$ cat config.mk
export PLATFORM = sky130hd
export DESIGN_NAME = itx_master_tx
export DESIGN_NICKNAME = d
export VERILOG_FILES = /design/src/design/itx_pkg.sv /design/src/design/itx_baud_if.sv /design/src/design/itx_master_tx.sv /design/src/design/itx_baud_gen.sv
export SDC_FILE = /design/constraint.sdc
export NUM_CORES = 1
export LEC_CHECK = 0
export ABC_AREA = 1
export BUFFER_PORTS_ARGS = -buffer_cell sky130_fd_sc_hd__buf_2
export CORE_ASPECT_RATIO = 2
export CORE_MARGIN = 2
export CORE_UTILIZATION = 55
export CTS_CLUSTER_DIAMETER = 50
export CTS_CLUSTER_SIZE = 20
export DETAILED_ROUTE_END_ITERATION = 8
export HOLD_SLACK_MARGIN = 0.1
export PLACE_DENSITY = 0.87
export SYNTH_ARGS = -nofsm -noshare
export SYNTH_HDL_FRONTEND = slang
export SYNTH_SLANG_ARGS = --single-unit
$ cat constraint.sdc
create_clock -name clk_i -period 3.23 [get_ports clk_i]
set_clock_uncertainty 0.2 [all_clocks]
set_input_delay 0.323 -clock clk_i [delete_from_list [all_inputs] [get_ports clk_i]]
set_output_delay 0.323 -clock clk_i [all_outputs]
set_load 0.02 [all_outputs]
$ cat src/design/itx_pkg.sv
// Package of constants and types for the two-wire master transmit block
package itx_pkg;

  // ----------------------------------------------------------------------
  // Widths
  // ----------------------------------------------------------------------
  localparam int unsigned BYTE_W   = 8;        // Shifted byte width
  localparam int unsigned RELOAD_W = 8;        // Baud reload width
  localparam int unsigned BITCNT_W = 4;        // Bit counter width

  // ----------------------------------------------------------------------
  // Counts and reset values
  // ----------------------------------------------------------------------
  localparam logic [3:0]          DATA_BITS    = 4'h8;   // Bits before acknowledge
  localparam logic [3:0]          ACK_BIT      = 4'h8;   // Index of the ninth clock
  localparam logic [RELOAD_W-1:0] RELOAD_RST   = 8'h04;  // Baud reload after reset
  localparam logic [RELOAD_W-1:0] RELOAD_MIN   = 8'h02;  // Smallest reload: acknowledge clears synchroniser in time
  localparam logic [BYTE_W-1:0]   BUF_RST      = 8'h00;  // Transmit buffer after reset
  localparam logic [2:0]          SYNC_RST     = 3'h7;   // Idle bus reads high
  localparam logic [1:0]          HALF_RST     = 2'h0;   // Sub-phase counter reset

  // Start hold time: extra baud periods after a start before anything else
  localparam logic [1:0]          START_HALVES = 2'h1;

  // ----------------------------------------------------------------------
  // Controller states
  // ----------------------------------------------------------------------
  typedef enum logic [3:0] {
    ITX_IDLE,       // Bus released, nothing pending
    ITX_START,      // Driving start or restart sequence
    ITX_START_HOLD, // Required start time after SDA falls
    ITX_WAIT,       // Suspended: SCL low, waiting for buffer write
    ITX_LOW,        // SCL low, data set up
    ITX_HIGH,       // SCL released high
    ITX_STOP        // Driving stop sequence
  } itx_state_t;

endpackage

$ cat src/design/itx_baud_if.sv
// Interface between the controller and its baud rate generator
`timescale 1ns/1ps
`default_nettype none
interface itx_baud_if;
  logic                               run;     // Generator counting
  logic                               load;    // Restart from reload value
  logic [itx_pkg::RELOAD_W-1:0]       reload;  // Programmed period
  logic                               roll;    // One-cycle rollover pulse

  modport ctrl (output run, output load, output reload, input roll);
  modport gen  (input run, input load, input reload, output roll);
endinterface
`default_nettype wire

$ cat src/design/itx_master_tx.sv
// Two-wire master transmit controller: start, bytes with acknowledge, stop
`timescale 1ns/1ps
`default_nettype none

// Behaviour
// - Buffer write sets full flag, starts generator
// - Drive bit after SCL falls, low one period
// - SCL high one period, SDA held stable
// - After eighth bit clear full, release SDA
// - Ninth clock captures acknowledge into status
// - After data byte set event, suspend generator
// - Address is seven bits plus direction bit
// - After address byte: event, full clear, SDA floats
// - Write while shifting sets collision, discarded
// - Start request; event flag when start done
// - Hold required start time before next operation
// - Stop or restart raises event when complete
// - Byte, acknowledge, event repeat for every byte
module itx_master_tx (
  // Clock and reset
  input  wire logic                          clk_i,
  input  wire logic                          nrst_i,
  // Software side
  input  wire logic [itx_pkg::BYTE_W-1:0]    buf_wdata_i,
  input  wire logic                          buf_write_i,
  input  wire logic                          start_req_i,
  input  wire logic                          restart_req_i,
  input  wire logic                          stop_req_i,
  input  wire logic                          event_clr_i,
  input  wire logic                          write_collision_flag_clr_i,
  input  wire logic [itx_pkg::RELOAD_W-1:0]  baud_reload_i,
  // Status
  output logic                               buffer_full_flag_o,
  output logic                               serial_event_flag_o,
  output logic                               acknowledge_status_bit_o,
  output logic                               write_collision_flag_o,
  output logic                               busy_o,
  // Two-wire pins; enable high pulls the line low
  input  wire logic                          scl_i,
  output logic                               scl_o,
  output logic                               scl_oe_o,
  input  wire logic                          sda_i,
  output logic                               sda_o,
  output logic                               sda_oe_o
);

  // ----------------------------------------------------------------------
  // Declarations
  // ----------------------------------------------------------------------
  itx_pkg::itx_state_t              state_reg;      // Controller state
  logic [itx_pkg::BYTE_W-1:0]       tx_buf_reg;     // Transmit buffer
  logic [itx_pkg::BYTE_W-1:0]       shift_reg;      // Outgoing bits, MSB first
  logic [itx_pkg::BITCNT_W-1:0]     bit_reg;        // Clock index in byte
  logic [1:0]                       phase_reg;      // Sub-step of start/stop
  logic                             full_reg;       // Buffer full flag
  logic                             event_reg;      // Serial event flag
  logic                             ack_reg;        // Acknowledge status
  logic                             write_collision_flag_reg;       // Write collision flag
  logic                             scl_low_reg;    // Pull SCL low
  logic                             sda_low_reg;    // Pull SDA low
  logic [2:0]                       sda_sync_reg;   // SDA synchroniser
  logic                             sda_last_reg;   // Last agreed SDA level
  logic                             wr_ok;          // Buffer write accepted
  logic                             wr_coll;        // Buffer write refused
  logic                             shifting;       // Byte on the wire
  logic                             roll;           // Baud rollover
  logic                             ev_set;         // Event this cycle
  itx_baud_if baud ();

  // ----------------------------------------------------------------------
  // Baud generator
  // ----------------------------------------------------------------------
  itx_baud_gen u_baud (
    .clk_i  (clk_i),
    .nrst_i (nrst_i),
    .baud   (baud.gen)
  );

  // Generator runs in every active state, stopped while suspended
  assign baud.run    = (state_reg != itx_pkg::ITX_IDLE) && (state_reg != itx_pkg::ITX_WAIT);
  assign baud.load   = wr_ok;
  assign baud.reload = (baud_reload_i < itx_pkg::RELOAD_MIN) ? itx_pkg::RELOAD_MIN
                                                             : baud_reload_i;
  assign roll        = baud.roll;

  // ----------------------------------------------------------------------
  // Input synchroniser for SDA
  // ----------------------------------------------------------------------
  // Three stages; only the agreeing later two are looked at
  always_ff @(posedge clk_i) begin
    if (!nrst_i) begin
      sda_sync_reg <= itx_pkg::SYNC_RST;
    end else begin
      sda_sync_reg <= {sda_sync_reg[1:0], sda_i};
    end
  end

  // Level changes once stages two and three agree
  always_ff @(posedge clk_i) begin
    if (!nrst_i) begin
      sda_last_reg <= 1'b1;
    end else if (sda_sync_reg[1] == sda_sync_reg[2]) begin
      sda_last_reg <= sda_sync_reg[2];
    end
  end

  // ----------------------------------------------------------------------
  // Buffer write decode
  // ----------------------------------------------------------------------
  // A byte is on the wire from the buffer write until the ninth clock ends
  assign shifting = (state_reg == itx_pkg::ITX_LOW) || (state_reg == itx_pkg::ITX_HIGH);
  // Writes taken only while suspended; a same-cycle stop or restart wins
  assign wr_ok    = buf_write_i && (state_reg == itx_pkg::ITX_WAIT) && !stop_req_i && !restart_req_i;
  assign wr_coll  = buf_write_i && shifting;
  // Scl_i unused in this transmit-only path: no clock stretching support
  assign ev_set   = ((state_reg == itx_pkg::ITX_HIGH) && roll && (bit_reg == itx_pkg::ACK_BIT))
                 || ((state_reg == itx_pkg::ITX_START_HOLD) && roll && (phase_reg == '0))
                 || ((state_reg == itx_pkg::ITX_STOP) && roll && (phase_reg == 2'h2));

  // ----------------------------------------------------------------------
  // Transmit buffer
  // ----------------------------------------------------------------------
  // Colliding write leaves contents untouched
  always_ff @(posedge clk_i) begin
    if (!nrst_i) begin
      tx_buf_reg <= itx_pkg::BUF_RST;
    end else if (wr_ok) begin
      tx_buf_reg <= buf_wdata_i;
    end
  end

  // ----------------------------------------------------------------------
  // Buffer full flag
  // ----------------------------------------------------------------------
  always_ff @(posedge clk_i) begin
    if (!nrst_i) begin
      full_reg <= 1'b0;
    end else if (wr_ok) begin
      full_reg <= 1'b1;
    end else if (state_reg == itx_pkg::ITX_HIGH && roll && bit_reg == itx_pkg::DATA_BITS - 1'b1) begin
      full_reg <= 1'b0;
    end
  end

  // ----------------------------------------------------------------------
  // Event and collision flags; hardware set wins over clear
  // ----------------------------------------------------------------------
  always_ff @(posedge clk_i) begin
    if (!nrst_i) begin
      event_reg <= 1'b0;
    end else if (ev_set) begin
      event_reg <= 1'b1;
    end else if (event_clr_i) begin
      event_reg <= 1'b0;
    end
  end
  always_ff @(posedge clk_i) begin
    if (!nrst_i) begin
      write_collision_flag_reg <= 1'b0;
    end else if (wr_coll) begin
      write_collision_flag_reg <= 1'b1;
    end else if (write_collision_flag_clr_i) begin
      write_collision_flag_reg <= 1'b0;
    end
  end

  // ----------------------------------------------------------------------
  // Acknowledge capture
  // ----------------------------------------------------------------------
  // Sampled at the end of the ninth high phase; low means acknowledged
  always_ff @(posedge clk_i) begin
    if (!nrst_i) begin
      ack_reg <= 1'b0;
    end else if (state_reg == itx_pkg::ITX_HIGH && roll && bit_reg == itx_pkg::ACK_BIT) begin
      ack_reg <= sda_last_reg;
    end
  end

  // ----------------------------------------------------------------------
  // Main sequencer
  // ----------------------------------------------------------------------
  // Each step except IDLE and WAIT advances on one rollover, i.e. one baud period
  always_ff @(posedge clk_i) begin
    if (!nrst_i) begin
      state_reg   <= itx_pkg::ITX_IDLE;
      shift_reg   <= itx_pkg::BUF_RST;
      bit_reg     <= '0;
      phase_reg   <= itx_pkg::HALF_RST;
      scl_low_reg <= 1'b0;
      sda_low_reg <= 1'b0;
    end else begin
      case (state_reg)
        itx_pkg::ITX_IDLE: begin
          if (start_req_i) begin
            state_reg   <= itx_pkg::ITX_START;
            phase_reg   <= 2'h1;
            scl_low_reg <= 1'b0;
            sda_low_reg <= 1'b0;
          end
        end
        itx_pkg::ITX_START: begin
          // Phase 0: SCL low, SDA released (restart only); phase 1: SCL high
          if (roll) begin
            if (phase_reg == '0) begin
              scl_low_reg <= 1'b0;
              phase_reg   <= 2'h1;
            end else begin
              sda_low_reg <= 1'b1;
              state_reg   <= itx_pkg::ITX_START_HOLD;
              phase_reg   <= itx_pkg::START_HALVES;
            end
          end
        end
        itx_pkg::ITX_START_HOLD: begin
          // SDA low with SCL high for the start time, then pull SCL low
          if (roll) begin
            if (phase_reg == '0) begin
              scl_low_reg <= 1'b1;
              state_reg   <= itx_pkg::ITX_WAIT;
            end else begin
              phase_reg <= phase_reg - 1'b1;
            end
          end
        end
        itx_pkg::ITX_WAIT: begin
          // Suspended with SCL low; SDA as the last step left it
          if (stop_req_i) begin
            state_reg   <= itx_pkg::ITX_STOP;
            phase_reg   <= '0;
            sda_low_reg <= 1'b1;
          end else if (restart_req_i) begin
            state_reg   <= itx_pkg::ITX_START;
            phase_reg   <= '0;
            sda_low_reg <= 1'b0;
          end else if (wr_ok) begin
            // First bit goes out with SCL already low
            shift_reg   <= {buf_wdata_i[itx_pkg::BYTE_W-2:0], 1'b0};
            sda_low_reg <= ~buf_wdata_i[itx_pkg::BYTE_W-1];
            bit_reg     <= '0;
            state_reg   <= itx_pkg::ITX_LOW;
          end
        end
        itx_pkg::ITX_LOW: begin
          // SCL low for one baud period, then release
          if (roll) begin
            scl_low_reg <= 1'b0;
            state_reg   <= itx_pkg::ITX_HIGH;
          end
        end
        itx_pkg::ITX_HIGH: begin
          // SCL high one period; SDA untouched until SCL is low again
          if (roll) begin
            scl_low_reg <= 1'b1;
            if (bit_reg == itx_pkg::ACK_BIT) begin
              state_reg <= itx_pkg::ITX_WAIT;
            end else begin
              state_reg <= itx_pkg::ITX_LOW;
              bit_reg   <= bit_reg + 1'b1;
              if (bit_reg == itx_pkg::DATA_BITS - 1'b1) begin
                sda_low_reg <= 1'b0;
              end else begin
                sda_low_reg <= ~shift_reg[itx_pkg::BYTE_W-1];
                shift_reg   <= {shift_reg[itx_pkg::BYTE_W-2:0], 1'b0};
              end
            end
          end
        end
        itx_pkg::ITX_STOP: begin
          // Phase 0: SDA low; 1: SCL high; 2: SDA released high
          if (roll) begin
            if (phase_reg == '0) begin
              scl_low_reg <= 1'b0;
              phase_reg   <= 2'h1;
            end else if (phase_reg == 2'h1) begin
              sda_low_reg <= 1'b0;
              phase_reg   <= 2'h2;
            end else begin
              state_reg   <= itx_pkg::ITX_IDLE;
            end
          end
        end
        default: begin
          state_reg <= itx_pkg::ITX_IDLE;
        end
      endcase
    end
  end

  // ----------------------------------------------------------------------
  // Outputs straight from flip-flops; scl_o and sda_o tied low
  // ----------------------------------------------------------------------
  assign buffer_full_flag_o       = full_reg;
  assign serial_event_flag_o      = event_reg;
  assign acknowledge_status_bit_o = ack_reg;
  assign write_collision_flag_o   = write_collision_flag_reg;
  assign scl_o                    = 1'b0;
  assign scl_oe_o                 = scl_low_reg;
  assign sda_o                    = 1'b0;
  assign sda_oe_o                 = sda_low_reg;
  // Busy while not idle; registered state compare kept as a flop
  logic busy_reg;
  always_ff @(posedge clk_i) begin
    if (!nrst_i) begin
      busy_reg <= 1'b0;
    end else begin
      busy_reg <= (state_reg != itx_pkg::ITX_IDLE);
    end
  end
  assign busy_o = busy_reg;

  // ----------------------------------------------------------------------
  // Assertions
  // ----------------------------------------------------------------------
  AST_WRITE_SETS_FULL: assert property (@(posedge clk_i) disable iff (!nrst_i)
    wr_ok |=> full_reg && state_reg == itx_pkg::ITX_LOW) else $error("write did not start byte");
  AST_SDA_ONLY_SCL_LOW: assert property (@(posedge clk_i) disable iff (!nrst_i)
    (state_reg == itx_pkg::ITX_HIGH && $past(state_reg) == itx_pkg::ITX_HIGH) |-> $stable(sda_low_reg))
    else $error("SDA moved while SCL high");
  AST_SCL_RELEASE_ON_ROLL: assert property (@(posedge clk_i) disable iff (!nrst_i)
    (state_reg == itx_pkg::ITX_LOW && roll) |=> !scl_low_reg) else $error("SCL not released");
  AST_ACK_RELEASE: assert property (@(posedge clk_i) disable iff (!nrst_i)
    (state_reg == itx_pkg::ITX_LOW && bit_reg == itx_pkg::ACK_BIT) |-> !sda_low_reg && !full_reg)
    else $error("SDA held in ack slot");
  AST_ACK_CAPTURE: assert property (@(posedge clk_i) disable iff (!nrst_i)
    (state_reg == itx_pkg::ITX_HIGH && roll && bit_reg == itx_pkg::ACK_BIT) |=> ack_reg == $past(sda_last_reg))
    else $error("acknowledge not captured");
  AST_EVENT_AFTER_NINTH: assert property (@(posedge clk_i) disable iff (!nrst_i)
    (state_reg == itx_pkg::ITX_HIGH && roll && bit_reg == itx_pkg::ACK_BIT)
      |=> event_reg && state_reg == itx_pkg::ITX_WAIT && scl_low_reg) else $error("no event after byte");
  AST_WAIT_STOPS_BAUD: assert property (@(posedge clk_i) disable iff (!nrst_i)
    state_reg == itx_pkg::ITX_WAIT |-> !baud.run) else $error("generator runs while suspended");
  AST_COLLISION: assert property (@(posedge clk_i) disable iff (!nrst_i)
    wr_coll |=> write_collision_flag_reg && $stable(tx_buf_reg)) else $error("collision not flagged");
  AST_START_HOLD: assert property (@(posedge clk_i) disable iff (!nrst_i)
    $rose(sda_low_reg) && !scl_low_reg |=> (!scl_low_reg)[*2]) else $error("start time too short");
endmodule
`default_nettype wire

$ cat src/design/itx_baud_gen.sv
// Baud rate generator: counts system clocks down to a rollover
`timescale 1ns/1ps
`default_nettype none
module itx_baud_gen (
  // Clock and reset
  input  wire logic  clk_i,
  input  wire logic  nrst_i,
  // Controller side
  itx_baud_if.gen    baud
);

  // ----------------------------------------------------------------------
  // Down counter
  // ----------------------------------------------------------------------
  logic [itx_pkg::RELOAD_W-1:0] cnt_reg;   // Cycles left in this half
  logic                         roll_reg;  // Registered rollover

  // Count down while running; reload at zero, so period is reload+1 clocks
  always_ff @(posedge clk_i) begin
    if (!nrst_i) begin
      cnt_reg  <= itx_pkg::RELOAD_RST;
      roll_reg <= 1'b0;
    end else if (baud.load || !baud.run) begin
      // Held at reload while suspended so the next half is full length
      cnt_reg  <= baud.reload;
      roll_reg <= 1'b0;
    end else if (cnt_reg == '0) begin
      cnt_reg  <= baud.reload;
      roll_reg <= 1'b1;
    end else begin
      cnt_reg  <= cnt_reg - 1'b1;
      roll_reg <= 1'b0;
    end
  end

  assign baud.roll = roll_reg;

  AST_ROLL_ONLY_RUN: assert property (@(posedge clk_i) disable iff (!nrst_i)
    roll_reg |-> $past(baud.run)) else $error("rollover while suspended");

endmodule
`default_nettype wire

# [Word-level counts from Yosys, hierarchy flattened]
# Cells that the tools add are included.
# Widths: inputs -> output; s select.
[totals] inputBits=26 word_cells=162 reg_bits=38 output_inout_bits=9
[classes] n_reduce_logical=38 bitwise_logic=3 addsub=3 order_cmp=1 mux=68 eq_ne=34
[ops] operator="$mux 4" count=18
[ops] operator="$mux 8" count=9
[ops] operator="$pmux 4 s7" count=1
[ops] operator="$mux 1" count=25
[ops] operator="$ne 2x1->1 const B" count=10
[ops] operator="$mux 2" count=9
[ops] operator="$ne 2x2->1 const B" count=9
[ops] operator="$eq 4x3->1 const B" count=4
[ops] operator="$pmux 8 s2" count=1
[ops] operator="$reduce_and 8->1" count=2
[ops] operator="$reduce_bool 5->1" count=3
[ops] operator="$logic_and 1x1->1" count=12
[ops] operator="$reduce_and 11->1" count=1
[ops] operator="$pmux 1 s5" count=2
[ops] operator="$pmux 2 s5" count=1
[ops] operator="$reduce_and 10->1" count=1
[ops] operator="$eq 4x2->1 const B" count=2
[ops] operator="$logic_not 8->1" count=1
[ops] operator="$lt 8x2->1 const B" count=1
[ops] operator="$pmux 4 s2" count=1
[ops] operator="$reduce_bool 2->1" count=4
[ops] operator="$sub 8x1->8 const B" count=1
[ops] operator="$reduce_and 7->1" count=1
[ops] operator="$reduce_and 6->1" count=1
[ops] operator="other kinds (19)" count=27

# [Depth between registers and ports, before layout]
# Gate-level depths: netlist (run 1).
[logic_depth] depth_word=8 depth_mapped=11 depth_no_buf=11

# [By module]
# Synthesis (run 1) repeated with hierarchy kept, for this count alone.
[hier_totals] hier_cells=363 area_unflattened_um2=2369.8
[modules_own_cells] module="itx_master_tx" seq_area_each_um2=540.5 area_each_um2=1744.2 instances=1 cells_each=270
[modules_own_cells] module="itx_baud_gen" seq_area_each_um2=180.2 area_each_um2=625.6 instances=1 cells_each=93

# [Least setup slack after synthesis (run 1)]
# No wires, ideal clock.
[synth_timing] path_kind="flip-flop to flip-flop" from="reg u_baud.cnt_reg[0] in the netlist's numbering" to="reg u_baud.cnt_reg[7] in the netlist's numbering" stages_incl_launch_ff=12 t_arrival_ns=1.309 synth_period_minus_slack_ns=1.626 setup_slack_ns=1.604 cell_sequence="dfxtp_1 > inv_1 > ha_1 > inv_1 > nor2_1 > nand2_1 > nor2_1 > nand2_1 > nand2_4 > inv_2 > o21ai_0 > nor2_1"
[synth_via] elab_chain_cells=3 elab_cells_between_ends=4
[synth_lines] element="start, declared" line="itx_baud_gen.sv:15" rtl="logic [itx_pkg::RELOAD_W-1:0] cnt_reg;"
[synth_lines] element="start signal, assigned" line="itx_baud_gen.sv:21" rtl="cnt_reg <= itx_pkg::RELOAD_RST;"
[synth_lines] element="start signal, assigned" line="itx_baud_gen.sv:25" rtl="cnt_reg <= baud.reload;"
[synth_lines] element="start signal, assigned" line="itx_baud_gen.sv:28" rtl="cnt_reg <= baud.reload;"
[synth_lines] element="$sub 8x1->8 or $logic_not 8->1 (tied branches)" line="itx_baud_gen.sv:31, itx_baud_gen.sv:27"
[synth_lines] element="$mux 8 *" line="itx_baud_gen.sv:27" rtl="end else if (cnt_reg == '0) begin"
[synth_lines] element="$mux 8 *" line="itx_baud_gen.sv:23" rtl="end else if (baud.load || !baud.run) begin"
# Mark *: on every way between the ends. The rest lies on a longest branch, timed or not.
# A chain may end at the register's enable or synchronous reset.

# [Final worst setup path (run 1)]
[layout_timing] from="reg state_reg[2]" to="reg shift_reg[1] in the netlist's numbering"
[layout_via] elab_chain_cells=6 elab_cells_between_ends=14
[layout_lines] element="start, declared" line="itx_master_tx.sv:50" rtl="itx_pkg::itx_state_t state_reg;"
[layout_lines] element="start signal, assigned" line="itx_master_tx.sv:185" rtl="state_reg <= itx_pkg::ITX_IDLE;"
[layout_lines] element="start signal, assigned" line="itx_master_tx.sv:195" rtl="state_reg <= itx_pkg::ITX_START;"
[layout_lines] element="start signal, assigned" line="itx_master_tx.sv:209" rtl="state_reg <= itx_pkg::ITX_START_HOLD;"
[layout_lines] element="$eq 4x2->1" line="itx_master_tx.sv:113, itx_master_tx.sv:192"
[layout_lines] element="$logic_and 1x1->1 (3 in series)" line="itx_master_tx.sv:113" rtl="assign wr_ok = buf_write_i && (state_reg == itx_pkg::ITX_WAIT) && !stop_req_i && !restart_req_i;"
[layout_lines] element="$ne 2x1->1 (no line)"
[layout_lines] element="$reduce_and 7->1 (no line)"
[layout_lines] element="end signal, assigned" line="itx_master_tx.sv:186" rtl="shift_reg <= itx_pkg::BUF_RST;"
[layout_lines] element="end signal, assigned" line="itx_master_tx.sv:237" rtl="shift_reg <= {buf_wdata_i[itx_pkg::BYTE_W-2:0], 1'b0};"
[layout_lines] element="end signal, assigned" line="itx_master_tx.sv:263" rtl="shift_reg <= {shift_reg[itx_pkg::BYTE_W-2:0], 1'b0};"
[layout_lines] element="end, declared" line="itx_master_tx.sv:52" rtl="logic [itx_pkg::BYTE_W-1:0] shift_reg;"
# Parallel ways exist; a longest one is shown, timed or not.

==> flow_metrics.py, run 1 <==
metrics = {
    "power_and_ir_drop": {
        "p_switching_w": 0.000813,
        "leakage_nw": 1.17,
        "ir_worst_vdd_mv": 0.480,
        "power_per_cell_area_nw_per_um2": 780,
        "p_comb_share_pct": 46.6,
        "p_seq_share_pct": 34.8,
        "pwr-share-clk_pct": 18.6,
        "sw_frac_of_total_pct": 43.3,
        "p_int_w": 0.00106,
    },
    "layout": {
        "final_common_cell": "nand2_1",
        "most-common-layout-cells": "nand2_1, nor2_1, dfxtp_1, buf_2, inv_1",
        "finalNetCount": 385,
        "num_antenna_cells": 0,
        "drive_above_1_share_pct": 18.7,
        "area_delta_synth_final_pct": 13.9,
        "post-route-util_pct": 66.0,
        "design_area_um2": 2410,
        "largest_reg_flops": 8,
        "nFillCells": 357,
        "final-instance-count-excl-fill": 402,
    },
    "outcome": {
        "outcome": "completed",
    },
    "route": {
        "dr.pass1.iters": 4,
        "drc": 0,
        "vias": 2136,
        "antenna_left": 0,
        "drt-wirelength-per-cell_um": 12.1,
        "drt-total-wl_um": 4880,
        "viasPerCell": 5.31,
        "drtIter0Drc": 54,
    },
    "timing": {
        "hold_violations": 0,
        "worstMarginPinSlew_ns": 0.572,
        "finalSetupViolations": 0,
        "final-max-slew-violation-count": 0,
        "finalCritPeriodShare_pct": 64.3,
        "fmax_ghz": 0.482,
        "fin_crit_ns": 2.08,
        "fin_tns_setup_ns": 0,
        "rsz0062_at_grt": "no",
        "slew-limit-headroom_pct": 61.8,
        "hold_slack_ns": 0.104,
    },
    "worst_setup_path": {
        "cp.arrival_ns": 2.03,
        "cp_max_fo": 16,
        "setup.worst_path.start": "state_reg[2]",
        "cp-endpoint": "shift_reg[1]",
        "required_ns": 3.18,
        "reg2regPathDepth": 9,
        "reg2reg_from": "state_reg[2]",
        "rr_endpoint": "shift_reg[1]",
        "worstSetupPathType": "reg -> reg",
        "cp-start-kind": "register",
        "cp-end-kind": "register",
        "ff2ff_setup_slack_ns": 1.15,
    },
    "clocking": {
        "htreeDepth": 2,
        "cts.clk_slew.worst_paths_ns": 0.07,
        "clockRootBuffer": "clkbuf_8",
        "clk_latency_ns": 0.29,
        "clock-sinks": 36,
        "clock_path_buffers": 2,
        "cts_tree": "done",
        "cts_buffers": 5,
    },
    "logic_synthesis": {
        "synth.distinct_cells": 39,
        "synth_top_cell_area_share_pct": 34.1,
        "synth_ff_type": "dfxtp_1",
        "netlist.top_cell.by_area": "dfxtp_1",
        "ys_seq_area_share_pct": 34.1,
        "synth.top_cells.by_area": "dfxtp_1, nand2_1, nor2_1",
        "avgSynthCellArea_um2": 6.62,
        "ys_ff_latch": 36,
        "synthCells": 319,
        "synth_edf_count": 0,
        "async_flop_share_pct": 0,
        "synth_area_um2": 2110,
        "yosysWarnings": 0,
    },
    "worst_hold_path": {
        "worstHoldPathType": "in -> reg",
    },
    "global_route": {
        "grt_max_degree": 20,
        "grt_pass1_vias": 2103,
        "grtUsageTotal_pct": 25.8,
        "grt_pass1_wl_um": 8580,
        "antenna_found_initial": 0,
        "grt-ovfl-total": 0,
    },
    "place": {
        "placed_cell_area_um2": 2270,
        "portBuffers": 31,
        "hpwl_um": 3550,
        "place_inst": 391,
        "gp_congestion": 0.957,
    },
    "floorplan": {
        "die_area_um2": 4380,
        "start_util_pct": 57.9,
        "coreArea_um2": 3650,
        "rows": 31,
        "die_h_um": 91.6,
        "ios": 35,
        "die_width_um": 47.8,
    },
    "job": {
        "maxCapViolCount": 0,
    },
}
==> Yosys cell counts (3+ instances only) <==
cell type / n
or2_2: 4
nand3_2: 4
nand2_2: 4
nand3_1: 21
inv_2: 7
ha_1: 6
xnor2_1: 4
a21oi_1: 15
inv_1: 26
dfxtp_1: 36
buf_4: 3
nand2_1: 75
nor2_1: 59
o21ai_0: 22
==> metrics by stage <==
| stage | worst slack [ns] | total power, W |
|---|---|---|
| floorplan | 1.60 | 0.00136 |
| global route | 0.933 | 0.00205 |
| finish | 1.15 | 0.00188 |
| global placement | 1.20 | 0.00149 |
| detailed placement | 1.18 | 0.00151 |
| CTS | 1.16 | 0.00187 |
==> final cells by class <==
class                      count  area [µm²]  area share (%)
inverter                      34         129            5.36
tap                           49        61.3            2.55
multi-input combinational    241        1200            50.0
timing repair buffer          35         195            8.11
clock buffer                   7        96.3            4.00
sequential                    36         721            30.0
==> worst min-delay path by stage <==
stage                          start  slack (ns)  depth (start not counted)           endpoint
finish              baud_reload_i[3]        0.10                          3  u_baud.cnt_reg[3]
global route        baud_reload_i[5]        0.13                          3  u_baud.cnt_reg[5]
CTS                 baud_reload_i[3]        0.11                          3  u_baud.cnt_reg[3]
detailed placement   sda_sync_reg[0]        0.22                          1    sda_sync_reg[1]
global placement     sda_sync_reg[0]        0.20                          1    sda_sync_reg[1]
floorplan            sda_sync_reg[0]        0.19                          1    sda_sync_reg[1]
==> worst max-delay path: stages, from the launching register on <==
cell and delay, ns:
dfxtp_1 0.65, nand3_4 0.27, inv_2 0.23, nand3_1 0.09
nand2_1 0.08, nand2_2 0.11, clkinv_2 0.13, nand2_1 0.06
o21ai_1 0.07, nor2_1 0.05
==> cells by family (layout without fill, tap and decap cells) <==
logic type	Yosys count	in the layout	share of synthesized area [%]
and+or+nand+nor	180	180	38.3
DFF	36	36	34.1
other	1	2	0.178
AOI/OAI and AO/OA	47	47	12.3
adders and majority gates	6	6	3.55
xor gates and xnor gates	6	6	2.49
buffers and inverters	43	76	9.06
==> power groups by stage <==
stage | Clock, W | Sequential, W | Combinational (W)
2_1_floorplan | 0 | 0.000635 | 0.000722
3_3_place_gp | 0 | 0.000652 | 0.000836
3_5_place_dp | 0 | 0.000657 | 0.000858
4_1_cts | 0.000349 | 0.000650 | 0.000868
5_1_grt | 0.000371 | 0.000666 | 0.00102
6_report | 0.000349 | 0.000653 | 0.000874
==> repair_timing <==
action	4_1_cts	5_1_grt
buffers inserted	0	0
hold buffers	4	0
gates resized for setup	0	0
hold endpoints to repair	4	0
==> layer usage <==
layer	share of wire, %	global-route usage, %
met4	1.8	10.8
met5	0	0
met1	38	29.5
met3	3.9	4.53
met2	57	43.9
(Power assumes the default switching activity.)
==> run 2: changes to the inputs <==
==> constraint.sdc (replaced) <==
create_clock -name clk_i -period 2 [get_ports clk_i]
set_clock_uncertainty 0.2 [all_clocks]
set_input_delay 0.2 -clock clk_i [delete_from_list [all_inputs] [get_ports clk_i]]
set_output_delay 0.2 -clock clk_i [all_outputs]
set_load 0.02 [all_outputs]
==> run 2 against run 1 <==
Compared with the run above: first-iteration DRC count down 1.9%; clock power increased by 86%; largest power group unchanged; wire length rose by 8.9%; highest routed layer unchanged; worst setup slack worse by 0.98 ns; flip-flop and latch count unchanged; register-to-register slack got worse by 0.98 ns; fmax increased by 14%; cell area grew 8.1%; global-route usage grew 2.3 points; combinational power is 74% higher; critical path depth grew 2; via count grew 2.9%.
==> flow_metrics.py, run 2 (same netlist as run 1, synthesis figures left out) <==
metrics = {
    "clocking": {
        "clk_latency_ns": 0.30,
        "cts_tree": "done",
        "clock-sinks": 36,
        "clockRootBuffer": "clkbuf_8",
        "cts.clk_slew.worst_paths_ns": 0.07,
        "htreeDepth": 2,
        "cts_buffers": 5,
        "clock_path_buffers": 2,
    },
    "power_and_ir_drop": {
        "ir_worst_vdd_mv": 0.832,
        "sw_frac_of_total_pct": 42.9,
        "p_switching_w": 0.00137,
        "p_comb_share_pct": 47.4,
        "p_int_w": 0.00183,
        "power_per_cell_area_nw_per_um2": 1230,
        "p_seq_share_pct": 32.3,
        "pwr-share-clk_pct": 20.3,
        "leakage_nw": 1.26,
    },
    "timing": {
        "worstMarginPinSlew_ns": 0.619,
        "final-max-slew-violation-count": 0,
        "fin_tns_setup_ns": 0,
        "finalCritPeriodShare_pct": 91.4,
        "fin_crit_ns": 1.83,
        "finalSetupViolations": 0,
        "slew-limit-headroom_pct": 58.7,
        "rsz0062_at_grt": "no",
        "fmax_ghz": 0.547,
        "hold_violations": 0,
        "worst_slack_ns": 0.172,
    },
    "worst_setup_path": {
        "cp_top_family": "simple AND/OR/NAND/NOR gates",
        "cp-start-kind": "register",
        "slowest_delay_ns": 0.30,
        "crit_buf_inv": 3,
        "cp_cell_sequence": "inv_1, ha_2, inv_1, nor2_1, nand2_1, nor2_1, nand2_1, nand2_4, inv_2, nand2_1, and3_1",
        "cp_max_fo": 9,
        "path_common_cell": "nand2_1",
        "required_ns": 2.03,
        "cp-end-kind": "register",
        "crit_slowest_cell": "dfxtp_1",
        "worstSetupPathType": "reg -> reg",
        "cp.arrival_ns": 1.85,
    },
    "route": {
        "viasPerCell": 5.21,
        "dr.pass1.iters": 5,
        "drc": 0,
        "antenna_left": 0,
        "drt-total-wl_um": 5320,
        "vias": 2197,
        "drtIter0Drc": 53,
        "drt-wirelength-per-cell_um": 12.6,
    },
    "floorplan": {
        "ios": 35,
        "die_width_um": 47.8,
        "die_h_um": 91.6,
        "rows": 31,
        "start_util_pct": 57.9,
        "die_area_um2": 4380,
        "coreArea_um2": 3650,
    },
    "worst_hold_path": {
        "worstHoldPathType": "in -> reg",
    },
    "layout": {
        "area_delta_synth_final_pct": 23.2,
        "drive_above_1_share_pct": 19.3,
        "num_antenna_cells": 0,
        "finalNetCount": 404,
        "largest_reg_flops": 8,
        "most-common-layout-cells": "nand2_1, nor2_1, dfxtp_1, buf_2, inv_1",
        "final_common_cell": "nand2_1",
    },
    "global_route": {
        "grt_pass1_vias": 2117,
        "grtUsageTotal_pct": 28.1,
        "grt_max_degree": 19,
        "antenna_found_initial": 0,
        "grt_pass1_wl_um": 9030,
        "grt-ovfl-total": 0,
    },
    "outcome": {
        "outcome": "completed",
    },
    "place": {
        "place_worst_setup_slack_ns": 0.143,
        "hpwl_um": 3540,
        "gp_congestion": 0.976,
        "portBuffers": 31,
    },
    "job": {
        "maxCapViolCount": 0,
    },
}
## run 2: area by class of cell
class / count / area [µm²]
clock buffer: 6 / 72.6
clock inverter: 2 / 35.0
fill: 317 / 1040
inverter: 34 / 129
multi-input combinational: 241 / 1210
sequential: 36 / 722
tap: 49 / 61.3
timing repair buffer: 54 / 375
## run 2: through the flow
| stage | instance area [µm²] | hold slack, ns | instances | util [%] | total power, W |
|---|---|---|---|---|---|
| after CTS | 2600 | 0.123 | 422 | 71.2 | 0.00317 |
| after floorplan | 2120 | 0.107 | 320 | - | 0.00219 |
| after detailed placement | 2300 | 0.192 | 395 | 63.1 | 0.00248 |
| after global placement | 2300 | 0.186 | 395 | 63.1 | 0.00243 |
| final | 2600 | 0.127 | 422 | 71.3 | 0.00320 |
| after global routing | 2600 | 0.153 | 422 | 71.3 | 0.00345 |
## run 2: per-layer routing
metal / GRT usage, % / vias to the layer above / wire length, µm
met4: 14.9 / 0 / 187
met3: 5.31 / 17 / 176
li1: - / 1120 / -
met2: 47.4 / 65 / 2930
met5: 0 / - / 0
met1: 30.6 / 995 / 2020
## run 2: power by group through the flow
stage	Clock (W)	Combinational [W]	Sequential (W)
after detailed placement	0	0.00143	0.00104
after CTS	0.000653	0.00149	0.00103
after floorplan	0	0.00117	0.00103
after global routing	0.000692	0.00170	0.00106
after global placement	0	0.00139	0.00104
final	0.000650	0.00152	0.00103
## run 2: what timing repair did
item                                   in CTS  in global routing
setup endpoints to repair                   0                  2
resized for setup                           0                  2
hold buffers                               19                  0
endpoints found under the hold margin      18                  0
buffers inserted                            0                  0
## run 2: path summary, 6_finish.rpt
path                                        start  cells past startpoint  slack (ns)                  to
worst max register to register  u_baud.cnt_reg[0]                     11        0.17   u_baud.cnt_reg[1]
worst min register to register    sda_sync_reg[0]                      1        0.21     sda_sync_reg[1]
worst max-delay path            u_baud.cnt_reg[0]                     11        0.17   u_baud.cnt_reg[1]
worst min-delay path                restart_req_i                      4        0.13  buffer_full_flag_o
## run 2: worst register-to-register path, delay by kind of cell (launching register included)
kind / cells / cell delay (ns)
DFF: 1 / 0.30
adders and majority gates: 1 / 0.20
and+or+nand+nor: 7 / 0.85
buffers and inverters: 3 / 0.22
==> run 3: changes to the inputs <==
--- a/config.mk
+++ b/config.mk
@@ -5,7 +5,7 @@
 export SDC_FILE = /design/constraint.sdc
 export NUM_CORES = 1
 export LEC_CHECK = 0
-export ABC_AREA = 1
+export ABC_AREA = 0
 export BUFFER_PORTS_ARGS = -buffer_cell sky130_fd_sc_hd__buf_2
 export CORE_ASPECT_RATIO = 2
 export CORE_MARGIN = 2
==> constraint.sdc (replaced) <==
create_clock -name clk_i -period 2.15 [get_ports clk_i]
set_clock_uncertainty 0.2 [all_clocks]
set_input_delay 0.215 -clock clk_i [delete_from_list [all_inputs] [get_ports clk_i]]
set_output_delay 0.215 -clock clk_i [all_outputs]
set_load 0.02 [all_outputs]
==> run 3 against run 2 <==
Compared with the run above: sequential share of layout area barely moved; global-route usage fell by 2.4 points; fmax fell by 10%; worst hold slack got worse by 0.0088 ns; critical path depth fell by 5; core utilization fell by 0.21 points; cell count fell by 17%; combinational power fell by 49%; count of clock-buffer cells in the layout did not move; critical path type unchanged; critical endpoint is now shift_reg[6].
==> flow_metrics.py, run 3 <==
metrics = {
    "timing": {
        "finalCritPeriodShare_pct": 94.7,
        "fmax_ghz": 0.491,
        "hold_violations": 0,
        "rsz0062_at_grt": "no",
        "hold_slack_ns": 0.119,
        "finalSetupViolations": 0,
        "final-max-slew-violation-count": 0,
        "fin_tns_setup_ns": 0,
        "fin_crit_ns": 2.04,
    },
    "logic_synthesis": {
        "synth.distinct_cells": 62,
        "ys_ff_latch": 36,
        "synthMuxAreaShare_pct": 2.91,
        "synth_ff_type": "dfxtp_1",
        "ys_seq_area_share_pct": 34.2,
        "synth_top_cell_area_share_pct": 34.2,
        "synth_edf_count": 0,
        "yosysWarnings": 0,
        "synth_fa_ha_area_share_pct": 3.56,
        "synth_common_cells": "dfxtp_1, nor2_1, nand2_1, a21oi_1, o21ai_0",
        "synthMostInstantiatedCell": "dfxtp_1",
        "synth-compound-area-share_pct": 23.3,
        "synthCells": 247,
        "synth_top_family_by_area": "simple AND/OR/NAND/NOR gates",
        "synth_xor_area_share_pct": 3.32,
        "avgSynthCellArea_um2": 8.54,
        "netlist.top_cell.by_area": "dfxtp_1",
        "synth_area_um2": 2110,
        "synthSimpleGateAreaFrac_pct": 25.4,
        "async_flop_share_pct": 0,
        "synth.top_cells.by_area": "dfxtp_1, nor2_1, nand2_1",
    },
    "worst_hold_path": {
        "min_to": "u_baud.cnt_reg[0]",
        "worstHoldPathType": "in -> reg",
        "hold_path.startpoint": "baud_reload_i[0]",
        "min_path_cells": 4,
    },
    "clocking": {
        "clock-sinks": 36,
        "clockRootBuffer": "clkbuf_8",
        "cts_tree": "done",
        "htreeDepth": 2,
        "clock_path_buffers": 2,
        "cts_buffers": 5,
        "clk_latency_ns": 0.29,
        "cts.clk_slew.worst_paths_ns": 0.07,
    },
    "floorplan": {
        "start_util_pct": 57.9,
        "rows": 31,
        "die_area_um2": 4380,
        "die_width_um": 47.8,
        "die_h_um": 91.6,
        "ios": 35,
        "coreArea_um2": 3650,
    },
    "place": {
        "portBuffers": 31,
        "hpwl_um": 3540,
        "gp_congestion": 0.937,
    },
    "global_route": {
        "antenna_found_initial": 0,
        "use_met1_pct": 27.4,
        "grt_max_degree": 22,
        "grt-ovfl-total": 0,
        "grt_use_met2_pct": 46.0,
        "use_met3_pct": 4.17,
        "grt_pass1_wl_um": 8290,
        "grt_pass1_vias": 1867,
        "grtUsageTotal_pct": 25.8,
        "top_usage_layer": "met2",
    },
    "worst_setup_path": {
        "cp_max_fo": 10,
        "required_ns": 2.16,
        "cp-end-kind": "register",
        "crit_slowest_cell": "dfxtp_1",
        "cp-start-kind": "register",
        "worstSetupPathType": "reg -> reg",
        "rr_endpoint": "shift_reg[6]",
        "cp_top_family": "flip-flops",
        "crit_buf_inv": 1,
        "reg2reg_from": "state_reg[2]",
        "slowest_delay_ns": 0.56,
        "cp.arrival_ns": 2.04,
        "ff2ff_setup_slack_ns": 0.11,
        "reg2regPathDepth": 6,
        "cp_cell_sequence": "and3b_1, nand3_1, a22oi_4, buf_12, nor2_1, a311oi_2",
    },
    "layout": {
        "largest_reg_flops": 8,
        "area_delta_synth_final_pct": 23.0,
        "most-common-layout-cells": "dfxtp_1, buf_2, nor2_1, nand2_1, dlygate4sd3_1",
        "final_common_cell": "dfxtp_1",
        "num_antenna_cells": 0,
        "post-route-util_pct": 71.1,
        "drive_above_1_share_pct": 22.7,
        "finalNetCount": 332,
    },
    "route": {
        "drt-wirelength-per-cell_um": 15.3,
        "drtIter0Drc": 59,
        "drt-total-wl_um": 5340,
        "antenna_left": 0,
        "vias": 2022,
        "drc": 0,
        "viasPerCell": 5.79,
        "dr.pass1.iters": 4,
    },
    "power_and_ir_drop": {
        "leakage_nw": 1.02,
        "power_per_cell_area_nw_per_um2": 799,
        "ir_worst_vdd_mv": 0.805,
    },
    "outcome": {
        "outcome": "completed",
    },
    "job": {
        "maxCapViolCount": 0,
    },
}
==> run 3: cell type report <==
type                    instances  area [µm²]
flip-flops and latches         36         721
multi-input cells             185        1250
well taps                      49        61.3
fillers                       297        1050
inverters                      10        37.5
clock inverters                 1        5.00
repair buffers                 62         448
clock buffers                   6        72.6
==> run 3: cells by family (layout without fill, tap and decap cells) <==
family,after synthesis,after routing
other,1,2
buffers and inverters,27,79
and+or+nand+nor,100,100
xor gates and xnor gates,8,8
AOI/OAI and AO/OA,63,63
DFF,36,36
muxes,6,6
adders and majority gates,6,6
==> run 3: how the worst max path moves through the flow <==
stage / from / end / cells after the start
global route: baud_reload_i[5] / u_baud.cnt_reg[0] / 7
finish: state_reg[2] / shift_reg[6] / 6
detailed placement: state_reg[1] / shift_reg[4] / 5
CTS: baud_reload_i[5] / u_baud.cnt_reg[0] / 7
global placement: phase_reg[0] / phase_reg[1] / 6
floorplan: phase_reg[0] / phase_reg[1] / 7
==> run 3: power by group <==
part / switching, W / total [W] / internal (W)
Clock: 0.000229 / 0.000449 / 0.000220
Sequential: 0.0000919 / 0.000844 / 0.000753
Combinational: 0.000436 / 0.000780 / 0.000343
Total: 0.000757 / 0.00207 / 0.00132
==> run 3: metrics by stage <==
step	setup slack [ns]	total power, W	area, µm²	instances
after global placement	0.209	0.00155	2290	321
after CTS	0.0857	0.00206	2560	347
after floorplan	0.253	0.00142	2110	248
final	0.115	0.00207	2590	349
after global routing	0.0265	0.00221	2590	349
after detailed placement	0.146	0.00158	2290	321
==> run 3: worst reg2reg max path, delay by kind of cell, from the launching register on <==
| family | cells | cell delay [ns] |
|---|---|---|
| compound gates | 2 | 0.49 |
| buf+inv | 1 | 0.17 |
| flops | 1 | 0.56 |
| simple gates | 3 | 0.54 |
==> run 3: what timing repair did <==
action,4_1_cts,5_1_grt
gates resized for setup,0,2
hold buffers,19,0
setup endpoints to repair,0,3
hold endpoints to repair,18,0
buffers inserted,0,2
==> run 3: per-layer routing <==
layer  vias to the layer above  wire, µm
met2                        78      2970
met3                        18       244
met1                       937      1960
met5                         -         0
li1                        989         -
met4                         0       160
